==> src/rtl/spss_pkg.sv <==
package spss_pkg;
    localparam int unsigned CLK_HZ            = 40000000;
    // Internal initialization into soft standby, least time
    localparam int unsigned INIT_TIME_US      = 1000;
    // PLL lock after streaming request, least time
    localparam int unsigned LOCK_TIME_US      = 1000;
    localparam int unsigned INIT_CYCLES       = (INIT_TIME_US * (CLK_HZ / 1000) + 999) / 1000;
    localparam int unsigned LOCK_CYCLES       = (LOCK_TIME_US * (CLK_HZ / 1000) + 999) / 1000;
    localparam logic [15:0] STREAM_SELECT_OFS = 16'h0100;
    localparam logic        STOP_ON_ROW       = 1'b1;

    typedef enum logic [5:0] {
        SPSS_HARD_STANDBY = 6'h01,
        SPSS_INIT         = 6'h02,
        SPSS_SOFT_STANDBY = 6'h04,
        SPSS_PLL_LOCK     = 6'h08,
        SPSS_STREAMING    = 6'h10,
        SPSS_STOPPING     = 6'h20
    } spss_state_type;
endpackage

==> src/rtl/spss_sequencer.sv <==
// Function
// - Device initializes into soft standby, 1 ms
// - Streaming only after PLL lock, 1 ms
// - Device may hold control data low
// - Stop streaming at row or frame end
// - Shutdown low: hard standby, registers default
// - Single-pin or two-pin control mode
`timescale 1ns/10ps
module spss_sequencer
    import spss_pkg::*;
#(
    parameter int unsigned INIT_COUNT = INIT_CYCLES,
    parameter int unsigned LOCK_COUNT = LOCK_CYCLES,
    parameter int unsigned CNT_WIDTH  = 16
) (
    input  wire logic i_clk,
    input  wire logic i_rst,
    input  wire logic i_two_pin_mode,
    input  wire logic i_power_enable_pin,
    input  wire logic i_reset_release_pin,
    input  wire logic i_analog_supply,
    input  wire logic i_pixel_array_supply,
    input  wire logic i_reference_clock_input,
    input  wire logic i_stream_select,
    input  wire logic i_stop_on_row,
    input  wire logic i_row_end,
    input  wire logic i_frame_end,
    input  wire logic i_serial_control_data_line,
    output logic      o_serial_control_data_line,
    output logic      o_serial_control_data_line_oe,
    output logic      o_hard_standby,
    output logic      o_soft_standby,
    output logic      o_streaming,
    output logic      o_pll_locked,
    output logic      o_register_reset
);
    // Timer needs two bits at least for its end-of-count compare
    initial begin
        if (CNT_WIDTH < 2 || CNT_WIDTH > 31)
            $error("spss_sequencer: CNT_WIDTH must lie between 2 and 31");
        if (INIT_COUNT < 1)
            $error("spss_sequencer: INIT_COUNT must be nonzero");
        if (LOCK_COUNT < 1)
            $error("spss_sequencer: LOCK_COUNT must be nonzero");
        if (INIT_COUNT >= (1 << CNT_WIDTH))
            $error("spss_sequencer: INIT_COUNT does not fit CNT_WIDTH");
        if (LOCK_COUNT >= (1 << CNT_WIDTH))
            $error("spss_sequencer: LOCK_COUNT does not fit CNT_WIDTH");
    end

    spss_state_type state;
    spss_state_type next_state;

    // Single-pin mode: shutdown pin also releases reset
    wire power_up      = i_two_pin_mode ? (i_power_enable_pin && i_reset_release_pin)
                                        : i_power_enable_pin;
    wire analog_ready  = i_analog_supply && i_pixel_array_supply && i_reference_clock_input;
    wire stop_boundary = i_stop_on_row ? i_row_end : i_frame_end;
    wire enter_state   = (next_state != state);
    wire start_timer   = enter_state &&
                         (next_state == SPSS_INIT || next_state == SPSS_PLL_LOCK);
    wire [CNT_WIDTH-1:0] timer_count = (next_state == SPSS_INIT) ?
                                       CNT_WIDTH'(INIT_COUNT) : CNT_WIDTH'(LOCK_COUNT);
    logic timer_done;
    logic init_armed;
    wire  init_finished = timer_done && init_armed;

    spss_timer #(
        .WIDTH (CNT_WIDTH)
    ) u_timer (
        .i_clk   (i_clk),
        .i_rst   (i_rst),
        .i_start (start_timer),
        .i_count (timer_count),
        .o_done  (timer_done)
    );

    always_comb begin
        next_state = state;
        unique case (state)
            SPSS_HARD_STANDBY: begin
                // Wait for supplies and clock, not just pin release
                if (power_up && analog_ready)
                    next_state = SPSS_INIT;
            end
            SPSS_INIT: begin
                if (init_finished)
                    next_state = SPSS_SOFT_STANDBY;
            end
            SPSS_SOFT_STANDBY: begin
                if (i_stream_select)
                    next_state = SPSS_PLL_LOCK;
            end
            SPSS_PLL_LOCK: begin
                if (!i_stream_select)
                    next_state = SPSS_SOFT_STANDBY;
                else if (timer_done)
                    next_state = SPSS_STREAMING;
            end
            SPSS_STREAMING: begin
                if (!i_stream_select)
                    next_state = SPSS_STOPPING;
            end
            SPSS_STOPPING: begin
                if (stop_boundary)
                    next_state = SPSS_SOFT_STANDBY;
            end
            default: next_state = SPSS_HARD_STANDBY;
        endcase
        // Pin low overrides everything, from any state
        if (!power_up)
            next_state = SPSS_HARD_STANDBY;
    end

    always_ff @(posedge i_clk or posedge i_rst) begin
        if (i_rst) begin
            state      <= SPSS_HARD_STANDBY;
            init_armed <= 1'b0;
        end else begin
            state      <= next_state;
            // Guards against a stale done from an aborted lock wait
            init_armed <= (next_state == SPSS_INIT) && !(start_timer);
        end
    end

    // Flops load from next state, so outputs move on the edge that moves the state
    wire next_is_hard    = (next_state == SPSS_HARD_STANDBY);
    wire next_is_soft    = (next_state == SPSS_SOFT_STANDBY);
    wire next_is_output  = (next_state == SPSS_STREAMING) || (next_state == SPSS_STOPPING);
    wire next_holds_line = next_is_hard && power_up;

    always_ff @(posedge i_clk or posedge i_rst) begin
        if (i_rst) begin
            o_hard_standby <= 1'b1;
            o_soft_standby <= 1'b0;
        end else begin
            o_hard_standby <= next_is_hard;
            o_soft_standby <= next_is_soft;
        end
    end

    // Output keeps running through the stop wait, lock flagged with it
    always_ff @(posedge i_clk or posedge i_rst) begin
        if (i_rst) begin
            o_streaming  <= 1'b0;
            o_pll_locked <= 1'b0;
        end else begin
            o_streaming  <= next_is_output;
            o_pll_locked <= next_is_output;
        end
    end

    // Registers return to defaults while in hard standby
    always_ff @(posedge i_clk or posedge i_rst) begin
        if (i_rst) begin
            o_register_reset <= 1'b1;
        end else begin
            o_register_reset <= next_is_hard;
        end
    end

    // Pulls the data line low from pin release until supplies and clock end hard standby
    always_ff @(posedge i_clk or posedge i_rst) begin
        if (i_rst) begin
            o_serial_control_data_line_oe <= 1'b0;
        end else begin
            o_serial_control_data_line_oe <= next_holds_line;
        end
    end
    assign o_serial_control_data_line = 1'b0;
endmodule // spss_sequencer

==> src/rtl/spss_timer.sv <==
`timescale 1ns/10ps
module spss_timer #(
    parameter int unsigned WIDTH = 16
) (
    input  wire logic             i_clk,
    input  wire logic             i_rst,
    input  wire logic             i_start,
    input  wire logic [WIDTH-1:0] i_count,
    output logic                  o_done
);
    logic [WIDTH-1:0] remaining;
    logic             running;
    wire              at_end = running && (remaining == {{(WIDTH-1){1'b0}}, 1'b1});

    always_ff @(posedge i_clk or posedge i_rst) begin
        if (i_rst) begin
            remaining <= '0;
            running   <= 1'b0;
            o_done    <= 1'b0;
        end else begin
            // A restart on the last count must not leak a done into the new wait
            o_done <= at_end && !i_start;
            if (i_start) begin
                remaining <= i_count;
                running   <= 1'b1;
            end else if (running) begin
                remaining <= remaining - {{(WIDTH-1){1'b0}}, 1'b1};
                running   <= !at_end;
            end
        end
    end
endmodule // spss_timer

==> config.mk <==
export PLATFORM = sky130hd
export DESIGN_NAME = spss_sequencer
export DESIGN_NICKNAME = d
export VERILOG_FILES = /design/src/rtl/spss_pkg.sv /design/src/rtl/spss_sequencer.sv /design/src/rtl/spss_timer.sv
export SDC_FILE = /design/constraint.sdc
export NUM_CORES = 1
export LEC_CHECK = 0
export BUFFER_PORTS_ARGS = -buffer_cell sky130_fd_sc_hd__buf_2
export CAP_MARGIN = 15
export CORE_UTILIZATION = 52
export CTS_CLUSTER_DIAMETER = 80
export DETAILED_ROUTE_END_ITERATION = 16
export HOLD_SLACK_MARGIN = 0.08
export PLACE_DENSITY = 0.82
export SYNTH_ARGS = -nofsm -noshare
export SYNTH_HDL_FRONTEND = slang
export SYNTH_HIERARCHICAL = 1
export SYNTH_SLANG_ARGS = --single-unit
==> constraint.sdc <==
create_clock -name i_clk -period 2.05 [get_ports i_clk]
set_clock_uncertainty 0.15 [all_clocks]
set_input_delay 0.3075 -clock i_clk [delete_from_list [all_inputs] [get_ports i_clk]]
set_output_delay 0.3075 -clock i_clk [all_outputs]
set_load 0.005 [all_outputs]
==> metrics.yaml <==
final_nets: 242
ys.flop_type: "dfrtp_1"
synth-seq-area-share_pct: 42.7
grt_max_degree: 21
vias_per_cell: 5.00
die_y_um: 59.3
clock_latency_ns: 0.34
antenna_left: 0
rows: 20
cp.arrival_ns: 2.06
power.total_mw: 2.05
avgSynthCellArea_um2: 9.63
synthTopCellsByArea: "dfrtp_1 (40%), nand2_1 (4.6%), o21ai_0 (3.8%), xnor2_1 (3.6%), xor2_1 (3.6%)"
postLayoutCellArea_mm2: 0.00211
ys_warn_count: 6
finalCritPeriodShare_pct: 96.0
setup_viol: 0
worstPathRequired_ns: 2.14
fmaxAchievable_ghz: 0.508
r2r_cells: 8
synthTopCellsByCount: "dfrtp_1 (27), nand2_1 (21), o21ai_0 (13), nor2_1 (12)"
synth_cells: 177
whs_endpoint: "state[4]"
irDropWorstVdd_mv: 0.724
vias: 1361
synth-edff-count: 0
period_minus_slack_ns: 1.97
maxCapViolations: 0
ff2ff_setup_slack_ns: 0.08
clock-sinks: 29
grt_usage_pct: 20.9
fin_cells: 272
reg2reg_from: "state[3]"
start_util_pct: 55.4
worst_hold_path.num_cells: 3
routedWlPerCell_um: 11.7
multiInputGateArea_um2: 958
wirelength_um: 3170
dieArea_mm2: 0.00351
setup_ws_ns: 0.0814
place_ws_ns: 0.0718
r2r-end: "u_timer/o_done"
worstSetupStartpointType: "flip-flop"
io_pins: 20
core_area_mm2: 0.00308
drt-initial-drc-count: 44
io_buffers: 17
cp_max_fo: 5
status: "complete, no violations"
holdCritStartpoint: "i_stream_select"
clockRootBuffer: "clkbuf_4"
hold_path.class: "in -> reg"
cts_htree_levels: 2
grt_overflow: 0
drc: 0
layout.area.seq_um2: 728
cts_tree: "done"
antenna_cells: 0
yosys.area.top_type: "dfrtp_1"
drtPass1Iterations: 4
ys_seq_elements: 29
placed_cell_area_mm2: 0.00198
synth_cell_types: 50
synth.most_common_cell: "dfrtp_1"
slew_violations: 0
syn_to_final_growth_pct: 23.7
clk_transition_reported_paths_ns: 0.10
netlist.area_leader.share_pct: 39.6
worst_pin_slew_ns: 0.705
fillers: 241
place_inst: 260
fp.dieW_um: 59.3
grt_antenna_before_repair: 0
drive_gt1_share_pct: 28.5
endpoint_kind: "flip-flop"
globalplace.congestion: 0.845
numCtsBuffers: 5
grt_pass1_wl_um: 5260
dpl.hpwl_um: 2330
grt_pass1_vias: 1220
holdWs_ns: 0.105
postLayoutCoreUtil_pct: 68.5
slew_headroom_pct: 53.0
fin_tns_setup_ns: 0
powerDensity_mw_per_mm2: 972
leakage_nw: 0.925
worstSetupPathType: "reg -> reg"
clockBufferDepth: 2
netlist_area_mm2: 0.00171
async_reset_ff_share_pct: 100
final_hold_viol_count: 0
-- worst max path at each step --
stage	from	end	slack (ns)	depth (start not counted)
after global routing	state[4]	u_timer/remaining[3]	-0.004	5
after global placement	state[4]	u_timer/remaining[1]	0.11	5
after detailed placement	state[5]	u_timer/remaining[5]	0.07	6
after CTS	state[2]	u_timer/remaining[5]	0.02	6
final	state[3]	u_timer/o_done	0.08	8
after floorplan	state[4]	u_timer/remaining[14]	0.007	6
-- sequential cells by signal (all words and copies together) (netlist names) --
name / count
o_register_reset: 1
init_armed: 1
state: 6
u_timer/o_done: 1
o_serial_control_data_line_oe: 1
o_soft_standby: 1
u_timer/running: 1
o_pll_locked: 1
u_timer/remaining: 16
-- worst max-delay path, cell delays in order (launching register included) --
cell and delay [ns]:
dfrtp_1 0.42, nor3_4 0.26, nand3_2 0.14, or3_4 0.39, o31ai_4 0.11, nor4_1 0.09, nand2_1 0.07, nor3_1 0.06
and2_1 0.17
-- power by group --
group | internal, mW | switching, mW | total, mW
Clock | 0.290 | 0.208 | 0.498
Combinational | 0.352 | 0.345 | 0.697
Sequential | 0.720 | 0.136 | 0.856
-- layout by cell type (no fill, tap or decap), types with 2 or more instances in the layout --
cell type  count
a21oi_1        5
buf_2         17
buf_4         20
clkbuf_4       5
conb_1        17
dfrtp_1       27
dfstp_2        2
ha_1           2
inv_1          6
mux2_2         3
nand2_1       21
nand2b_1       4
nand3_1        6
nand4_1        3
nor2_1        12
nor3_1         6
nor3_4         2
nor3b_1        3
nor4_1         3
nor4_4         2
o211ai_1       2
o21ai_0       13
o21ai_1        3
o31a_1         2
xnor2_1        7
xor2_1         7
-- what timing repair did --
action / 4_1_cts / 5_1_grt
hold buffers: 1 / 0
resized for setup: 0 / 2
endpoints found under the setup margin: 0 / 14
hold endpoints to repair: 27 / 0
setup buffers: 0 / 3
-- cell families after synthesis --
group,share of synthesized area [%]
buffers and inverters,5.43
other,0.440
AND/OR/NAND/NOR,28.0
adder cells (fa/ha/maj),1.47
flip-flops,42.7
XOR/XNOR,7.19
AO/OA/AOI/OAI,12.2
multiplexers,2.57
-- per-layer routing --
metal  vias to the layer above  track usage [%]  part of all wire [%]
met3                         9             5.02                   2.8
met2                        21             33.1                    47
met5                         -                0                     0
li1                        705                -                     -
met4                         0             11.6                   2.1
met1                       626             26.2                    48
-- layout make-up --
cell class              instances  share of cell area (%)
repair buffers                 39                    12.2
clock buffers                   6                    2.43
inverters                       6                    1.07
multi-input cells             146                    45.4
clock inverters                 2                    1.78
flip-flops and latches         29                    34.5
well taps                      44                    2.61
Note: power is estimated with default switching activity, not from simulation.
